**config.mk**
```make
export PLATFORM = sky130hd
export DESIGN_NAME = dram_opt_ctrl
export DESIGN_NICKNAME = d
export VERILOG_FILES = /design/src/hw/dram_opt_pkg.sv /design/src/hw/dram_opt_ctrl.sv /design/src/hw/refresh_timer.sv
export SDC_FILE = /design/constraint.sdc
export NUM_CORES = 1
export LEC_CHECK = 0
export BUFFER_PORTS_ARGS = -buffer_cell sky130_fd_sc_hd__buf_2
export CAP_MARGIN = 20
export CORE_MARGIN = 4
export CORE_UTILIZATION = 33
export DETAILED_ROUTE_END_ITERATION = 10
export HOLD_SLACK_MARGIN = 0.06
export SLEW_MARGIN = 20
export SYNTH_ARGS = -nofsm -noshare
export SYNTH_HDL_FRONTEND = slang
export SYNTH_HIERARCHICAL = 1
export SYNTH_SLANG_ARGS = --single-unit
```
**constraint.sdc**
```tcl
create_clock -name clk_i -period 1.9 [get_ports clk_i]
set_clock_uncertainty 0.1 [all_clocks]
set_input_delay 0.57 -clock clk_i [delete_from_list [all_inputs] [get_ports clk_i]]
set_output_delay 0.57 -clock clk_i [all_outputs]
set_load 0.005 [all_outputs]
```
**src/hw/dram_opt_pkg.sv**
```systemverilog
/*
 * constants shared by the dram option block: timing counts, mode bit
 * positions and refresh interval table.
 * assumes a 10 MHz system clock.
 */
package dram_opt_pkg;
	localparam int CLK_PERIOD_NS        = 100;
	// hardware reset: mode load and refresh disable held this many edges
	localparam int RESET_EDGES          = 16;
	// refresh counter clear: refresh asserted, disable negated
	localparam int CLEAR_TIME_NS        = 500;
	localparam int CLEAR_CYCLES         =
		(CLEAR_TIME_NS + CLK_PERIOD_NS - 1) / CLK_PERIOD_NS;
	// shortest refresh request spacing after a clear
	localparam int MIN_INTERVAL_NS      = 13000;
	localparam int MIN_INTERVAL_CYCLES  =
		(MIN_INTERVAL_NS + CLK_PERIOD_NS - 1) / CLK_PERIOD_NS;
	localparam int INTERVAL_STEP_NS     = 125;
	localparam int INTERVAL_STEP_CYCLES =
		(INTERVAL_STEP_NS + CLK_PERIOD_NS - 1) / CLK_PERIOD_NS;
	localparam int CNT_W                = 8;
	// mode word field positions
	localparam int MODE_ROW_DELAY_BIT   = 0;
	localparam int MODE_INTERLEAVE_BIT  = 1;
	localparam int MODE_INTERVAL_LSB    = 2;
	localparam int MODE_W               = 6;
	localparam logic [5:0] MODE_RESET   = 6'h00;
endpackage

```
**src/hw/dram_opt_ctrl.sv**
```systemverilog
/*
 * dram controller options: column strobe extension, row strobe start
 * after port b grant change, refresh request routing, counter clear,
 * hardware reset and mode capture.
 * assumes all inputs synchronous to a 10 MHz clk_i; strobes active low except access_column_strobe_i,
 * row_strobe_start_o and first_extend_column_strobe_n_i (high enables extension).
 */
`timescale 1ns/1ns
`default_nettype none
module dram_opt_ctrl (
	input  wire logic       clk_i,
	input  wire logic       rst_n_i,
	input  wire logic       mode_load_strobe_n_i,
	input  wire logic [5:0] mode_word_i,
	input  wire logic       first_extend_column_strobe_n_i,
	input  wire logic       extend_column_strobe_inputs_n_i,
	input  wire logic       port_a_access_request_n_i,
	input  wire logic       port_b_access_request_n_i,
	input  wire logic       port_b_grant_i,
	input  wire logic       precharge_done_i,
	input  wire logic       access_column_strobe_i,
	input  wire logic       scrub_refresh_i,
	input  wire logic       refresh_disable_input_n_i,
	input  wire logic       external_refresh_input_n_i,
	input  wire logic       write_enable_i,
	output logic            column_strobe_n_o,
	output logic            row_strobe_start_o,
	output logic            refresh_request_output_o,
	output logic            write_enable_pin_n_o,
	output logic            in_reset_o,
	output logic [5:0]      mode_o
);
	typedef enum logic [2:0] {
		ROW_IDLE  = 3'b001,
		ROW_WAIT1 = 3'b010,
		ROW_WAIT2 = 3'b100
	} row_state_type;

	logic [4:0]  reset_count;
	logic        hw_reset;
	logic        extend_enabled;
	logic        grant_prev;
	logic        grant_change;
	row_state_type row_state;
	logic [2:0]  clear_count;
	logic        clear_pulse;
	logic        timer_request;
	logic        column_hold;
	logic [7:0]  interval_limit;
	logic [7:0]  since_clear;

	// ------------------------------------------------------------
	// hardware reset detect
	// ------------------------------------------------------------
	always_ff @(posedge clk_i or negedge rst_n_i) begin
		if (!rst_n_i) begin
			reset_count <= 5'h0;
			hw_reset <= 1'b1;
		end else if (!mode_load_strobe_n_i && !refresh_disable_input_n_i) begin
			if (reset_count == 5'(dram_opt_pkg::RESET_EDGES - 1))
				hw_reset <= 1'b1;
			else
				reset_count <= reset_count + 5'h1;
		end else begin
			reset_count <= 5'h0;
			if (!mode_load_strobe_n_i)
				hw_reset <= 1'b0;
		end
	end
	assign in_reset_o = hw_reset;

	// ------------------------------------------------------------
	// mode capture
	// ------------------------------------------------------------
	// a load during hardware reset is ignored while refresh disable is held, so a stuck
	// strobe cannot program garbage
	always_ff @(posedge clk_i or negedge rst_n_i) begin
		if (!rst_n_i) begin
			mode_o <= dram_opt_pkg::MODE_RESET;
			extend_enabled <= 1'b0;
		end else if (hw_reset && !refresh_disable_input_n_i) begin
			mode_o <= dram_opt_pkg::MODE_RESET;
			extend_enabled <= 1'b0;
		end else if (!mode_load_strobe_n_i) begin
			mode_o <= mode_word_i;
			extend_enabled <= first_extend_column_strobe_n_i;
		end
	end

	// ------------------------------------------------------------
	// column strobe extension
	// ------------------------------------------------------------
	always_comb begin
		column_hold = extend_enabled && !scrub_refresh_i
			&& !extend_column_strobe_inputs_n_i
			&& port_a_access_request_n_i && port_b_access_request_n_i;
	end
	always_ff @(posedge clk_i or negedge rst_n_i) begin
		if (!rst_n_i)
			column_strobe_n_o <= 1'b1;
		else if (access_column_strobe_i)
			column_strobe_n_o <= 1'b0;
		else if (column_hold && !column_strobe_n_o)
			column_strobe_n_o <= 1'b0;
		else
			column_strobe_n_o <= 1'b1;
	end

	// ------------------------------------------------------------
	// row strobe after grant change
	// ------------------------------------------------------------
	assign grant_change = port_b_grant_i != grant_prev;
	always_ff @(posedge clk_i or negedge rst_n_i) begin
		if (!rst_n_i) begin
			grant_prev <= 1'b0;
			row_state <= ROW_IDLE;
			row_strobe_start_o <= 1'b0;
		end else begin
			grant_prev <= port_b_grant_i;
			row_strobe_start_o <= 1'b0;
			case (row_state)
			ROW_IDLE: begin
				if (grant_change && precharge_done_i) begin
					if (mode_o[dram_opt_pkg::MODE_ROW_DELAY_BIT])
						row_state <= ROW_WAIT1;
					else
						row_strobe_start_o <= 1'b1;
				end
			end
			ROW_WAIT1: begin
				row_strobe_start_o <= 1'b1;
				row_state <= ROW_IDLE;
			end
			default: row_state <= ROW_IDLE;
			endcase
		end
	end

	// ------------------------------------------------------------
	// refresh counter clear and timer
	// ------------------------------------------------------------
	always_ff @(posedge clk_i or negedge rst_n_i) begin
		if (!rst_n_i) begin
			clear_count <= 3'h0;
			clear_pulse <= 1'b0;
		end else if (refresh_disable_input_n_i && !external_refresh_input_n_i) begin
			if (clear_count == 3'(dram_opt_pkg::CLEAR_CYCLES - 1))
				clear_pulse <= 1'b1;
			else
				clear_count <= clear_count + 3'h1;
		end else begin
			clear_count <= 3'h0;
			clear_pulse <= 1'b0;
		end
	end

	assign interval_limit = 8'(dram_opt_pkg::MIN_INTERVAL_CYCLES - 1)
		+ 8'(mode_o[dram_opt_pkg::MODE_INTERVAL_LSB +: 4] >> 1)
		* 8'(dram_opt_pkg::INTERVAL_STEP_CYCLES);

	refresh_timer #(
		.CNT_W(8)
	) u_timer (
		.clk_i     (clk_i),
		.rst_n_i   (rst_n_i),
		.clear_i   (clear_pulse || hw_reset),
		.limit_i   (interval_limit),
		.enable_i  (refresh_disable_input_n_i),
		.request_o (timer_request)
	);
	assign refresh_request_output_o = timer_request;

	// ------------------------------------------------------------
	// write enable pin sharing
	// ------------------------------------------------------------
	always_ff @(posedge clk_i or negedge rst_n_i) begin
		if (!rst_n_i)
			write_enable_pin_n_o <= 1'b1;
		else if (extend_enabled || mode_o[dram_opt_pkg::MODE_INTERLEAVE_BIT])
			write_enable_pin_n_o <= !timer_request;
		else
			write_enable_pin_n_o <= !write_enable_i;
	end

	// ------------------------------------------------------------
	// checks
	// ------------------------------------------------------------
	property p_row_delay2;
		@(posedge clk_i) disable iff (!rst_n_i)
		(row_state == ROW_IDLE && grant_change && precharge_done_i
		 && mode_o[dram_opt_pkg::MODE_ROW_DELAY_BIT])
		|=> !row_strobe_start_o ##1 row_strobe_start_o;
	endproperty
	a_row_delay2: assert property (p_row_delay2) else $error("row late");
	property p_row_delay1;
		@(posedge clk_i) disable iff (!rst_n_i)
		(row_state == ROW_IDLE && grant_change && precharge_done_i
		 && !mode_o[dram_opt_pkg::MODE_ROW_DELAY_BIT]) |=> row_strobe_start_o;
	endproperty
	a_row_delay1: assert property (p_row_delay1) else $error("row 1 late");
	property p_clear;
		@(posedge clk_i) disable iff (!rst_n_i)
		(refresh_disable_input_n_i && !external_refresh_input_n_i)[*5]
		|=> clear_pulse;
	endproperty
	a_clear: assert property (p_clear) else $error("no clear");
	property p_no_early;
		@(posedge clk_i) disable iff (!rst_n_i)
		clear_pulse |=> !timer_request [*8];
	endproperty
	a_no_early: assert property (p_no_early) else $error("early req");
	property p_reset16;
		@(posedge clk_i) disable iff (!rst_n_i)
		(!mode_load_strobe_n_i && !refresh_disable_input_n_i)[*8] ##0
		(reset_count == 5'd15) |=> hw_reset;
	endproperty
	a_reset16: assert property (p_reset16) else $error("no reset");
	property p_mode_hold;
		@(posedge clk_i) disable iff (!rst_n_i)
		(mode_load_strobe_n_i && !hw_reset) |=> $stable(mode_o);
	endproperty
	a_mode_hold: assert property (p_mode_hold) else $error("mode moved");
	property p_we_route;
		@(posedge clk_i) disable iff (!rst_n_i)
		(extend_enabled || mode_o[dram_opt_pkg::MODE_INTERLEAVE_BIT])
		|=> write_enable_pin_n_o == !$past(timer_request);
	endproperty
	a_we_route: assert property (p_we_route) else $error("we route");
	property p_extend;
		@(posedge clk_i) disable iff (!rst_n_i)
		(column_hold && !column_strobe_n_o) |=> !column_strobe_n_o;
	endproperty
	a_extend: assert property (p_extend) else $error("cas dropped");
	// helper: cycles since the timer was last cleared, saturating
	always_ff @(posedge clk_i or negedge rst_n_i) begin
		if (!rst_n_i)
			since_clear <= 8'h00;
		else if (clear_pulse || hw_reset)
			since_clear <= 8'h00;
		else if (since_clear != 8'hff)
			since_clear <= since_clear + 8'h01;
	end
	property p_min_gap;
		@(posedge clk_i) disable iff (!rst_n_i)
		timer_request
		|-> since_clear >= 8'(dram_opt_pkg::MIN_INTERVAL_CYCLES);
	endproperty
	a_min_gap: assert property (p_min_gap) else $error("gap short");
	c_delay2: cover property (@(posedge clk_i) row_state == ROW_WAIT1);
	c_clear: cover property (@(posedge clk_i) clear_pulse);
	c_ext: cover property (@(posedge clk_i) column_hold);
endmodule
`default_nettype wire

```
**src/hw/refresh_timer.sv**
```systemverilog
/*
 * refresh request interval timer with clear.
 * assumes inputs synchronous to clk_i.
 */
`timescale 1ns/1ns
`default_nettype none
module refresh_timer #(
	parameter int CNT_W = dram_opt_pkg::CNT_W
) (
	input  wire logic             clk_i,
	input  wire logic             rst_n_i,
	input  wire logic             clear_i,
	input  wire logic [CNT_W-1:0] limit_i,
	input  wire logic             enable_i,
	output logic                  request_o
);
	// the limit reaches past 128 cycles, so a narrower counter never fires
	if (CNT_W < 8) begin : g_width_check
		$error("counter too narrow");
	end

	logic [CNT_W-1:0] count;

	// ------------------------------------------------------------
	// counter
	// ------------------------------------------------------------
	always_ff @(posedge clk_i or negedge rst_n_i) begin
		if (!rst_n_i) begin
			count <= '0;
			request_o <= 1'b0;
		end else if (clear_i) begin
			count <= '0;
			request_o <= 1'b0;
		end else if (enable_i) begin
			if (count >= limit_i) begin
				count <= '0;
				request_o <= 1'b1;
			end else begin
				count <= count + 1'b1;
				request_o <= 1'b0;
			end
		end else begin
			request_o <= 1'b0;
		end
	end
endmodule
`default_nettype wire

```
==> results.json <==
{
  "p_seq_share_pct": 37.6,
  "power.density_mw_per_mm2": 983.9,
  "drive_above_1_share_pct": 34.23,
  "swShare_pct": 28.43,
  "gr-total-overflow": 0,
  "gp_congestion": 0.7302,
  "reg2regPathDepth": 6,
  "diodes": 0,
  "dp_slack_ps": -128.7,
  "wirelength_mm": 3.506,
  "ys_seq_area_share_pct": 45.80,
  "cap_violations": 0,
  "grt_start_max_net_pins": 18,
  "crit_buf_inv": 0,
  "critPathLaunch": "u_timer/count[3]",
  "grt_pass1_wl_mm": 6.127,
  "drc": 0,
  "critPathSlowestCell": "o311ai_4",
  "critical_path.cell_chain": "ha_4 -> o21a_1 -> a21oi_4 -> o311ai_4 -> o22ai_1 -> a22o_1",
  "die_y_um": 81.01,
  "io_buffers": 30,
  "layout_setup_ws_ps": -87.56,
  "synth_area_per_cell_um2": 10.60,
  "failed_checks": "negative setup slack",
  "ir_drop_mv": 0.3757,
  "start_kind": "flop",
  "initial_core_util_pct": 34.23,
  "critical_path_class": "flop to flop",
  "finalCritPeriodShare_pct": 104.6,
  "rrSetupSlack_ps": -90,
  "multi_input_area_um2": 934.6,
  "r2r_end": "u_timer/count[5]",
  "arrival_ps": 2060,
  "finalSetupTns_ps": -368.4,
  "die-area_mm2": 0.006563,
  "nFillCells": 512,
  "yosys_warnings": 6,
  "netlist_instances": 166,
  "cts_buffers": 5,
  "grt_pass1_vias": 1351,
  "drt_first_pass_iters": 4,
  "end_kind": "flop",
  "ant_nets": 0,
  "outcome": "complete, but fails checks",
  "core_mm2": 0.005140,
  "path_depth": 6,
  "cp_max_fo": 6,
  "wire_per_inst_um": 12.01,
  "antenna_found_initial": 0,
  "avgViaCountPerCell": 4.620,
  "syn_to_final_growth_pct": 32.08,
  "post-route-min-period_ps": 1988,
  "r2r-start": "u_timer/count[3]",
  "groute.usage.overall_pct": 12.14,
  "rows": 26,
  "dp_hpwl_mm": 2.636,
  "grt_setup_unrepaired": "true",
  "synth_area_mm2": 0.001759,
  "final_hold_viol_count": 0,
  "seqCellArea_um2": 805.8,
  "die_w_um": 81.01,
  "holdCritPathClass": "input pin to asynchronous set/reset pin",
  "internal_power_mw": 1.636,
  "required_ps": 1970,
  "cts_root_buf": "clkbuf_8",
  "p_sw_mw": 0.6501,
  "p_leak_nw": 1.216,
  "finalPower_mw": 2.286,
  "cts_tree": "done",
  "clockBufferDepth": 2,
  "ys.flop_type": "dfrtp_1",
  "clkLatencyLatePin_ps": 280,
  "synth_edf_count": 0,
  "layout.nets": 256,
  "finalSetupViolCount": 7,
  "critPathTopFamily": "compound AO/OA/AOI/OAI gates",
  "p_clk_share_pct": 31.2,
  "drt_iter0_markers": 60,
  "critical-path-max-stage-delay_ps": 450,
  "final_max_slew_viol_count": 0,
  "io_pins": 31,
  "yosysUniqueCellTypes": 40,
  "synth-seq-cells": 32,
  "cts_num_sinks": 32,
  "fmax_ghz": 0.5031,
  "combPwrFrac_pct": 31.2,
  "clk_transition_reported_paths_ps": 70,
  "synthArstFlopShare_pct": 100.0,
  "htreeDepth": 2,
  "vias": 1349
}
-- layer usage --
metal	track usage, %	wire length, um	vias to the layer above
li1	-	-	672
met2	19.79	1642	26
met1	15.10	1614	645
met3	3.991	205	6
met4	4.054	43	0
met5	0	0	-
-- cells in the mapped netlist (2+ instances only) --
library cell	instances	area, um^2
a22o_1	3	26.28
nor2b_1	5	31.28
dfstp_2	4	105.1
buf_6	2	22.52
ha_1	15	187.7
xor2_1	4	35.03
nand2b_1	2	12.51
nor3_1	3	15.01
inv_1	17	63.81
nand2_1	5	18.77
and3_1	4	25.02
xnor2_1	3	26.28
a21oi_1	9	45.04
nor2_1	20	75.07
conb_1	2	7.510
nand3_1	3	15.01
clkbuf_1	2	7.510
mux2i_1	10	100.1
a21o_1	3	22.52
dfrtp_1	28	700.7
o22ai_1	3	18.77
-- repair_timing --
item	CTS	global route
setup buffers	3	1
pin swaps	9	8
gates resized for setup	5	6
cloned	0	0
setup endpoints to repair	7	8
hold buffers	0	0
-- registers in the layout, summed over array words and instances, names as in the netlist, 2 cells and up --
name / cells
row_state: 2
mode_o: 6
reset_count: 5
u_timer/count: 8
clear_count: 3
-- through the flow --
stage	util, %	cell area [um^2]	hold WS [ps]	instances
after floorplan	-	1770	174.4	169
after global placement	41.07	2111	290.8	281
after detailed placement	41.07	2111	325.3	281
after CTS	44.30	2277	126.9	292
after global routing	45.20	2323	138.8	292
final	45.20	2323	115.9	292
-- placed cells by master (no fill, tap or decap), types with 3 or more instances in the layout --
cell type / count
clkbuf_8: 7
xnor2_1: 3
nor2b_1: 5
ha_1: 12
mux2i_1: 10
nand2_1: 5
nand3_1: 3
nor2_1: 20
buf_4: 18
conb_1: 5
a21o_1: 3
buf_2: 30
a22o_1: 3
a21oi_1: 8
inv_1: 17
dfrtp_1: 28
dfstp_2: 4
xor2_1: 4
and3_1: 4
-- power groups by stage --
stage	clock network [mW]	registers, mW	logic [mW]
finish	0.713	0.860	0.713
global route	0.762	0.874	0.798
CTS	0.727	0.853	0.666
detailed placement	0	0.864	0.629
global placement	0	0.855	0.613
floorplan	0	0.875	0.352
-- kinds of logic (layout without fill, tap and decap cells) --
family | Yosys count | after routing | share of synthesized area [%]
muxes | 11 | 11 | 6.330
buffers and inverters | 21 | 74 | 5.334
adders and majority gates | 15 | 15 | 10.67
xor gates and xnor gates | 7 | 7 | 3.485
other | 2 | 5 | 0.4269
DFF | 32 | 32 | 45.80
and+or+nand+nor | 53 | 53 | 17.14
AOI/OAI and AO/OA | 25 | 25 | 10.81
-- cell type report --
cell class	instances	area share (%)
timing repair buffer	49	13.14
multi-input combinational	116	40.23
inverter	17	2.746
clock inverter	1	1.292
clock buffer	7	4.146
tap	70	3.770
sequential	32	34.68
-- worst max path at each step --
stage | end | slack [ps]
global route | u_timer/count[3] | -160
global placement | u_timer/count[0] | -80
floorplan | u_timer/count[2] | 2
detailed placement | u_timer/count[0] | -130
finish | u_timer/count[5] | -90
CTS | u_timer/count[0] | -80
Power figures use the tool's default switching activity.
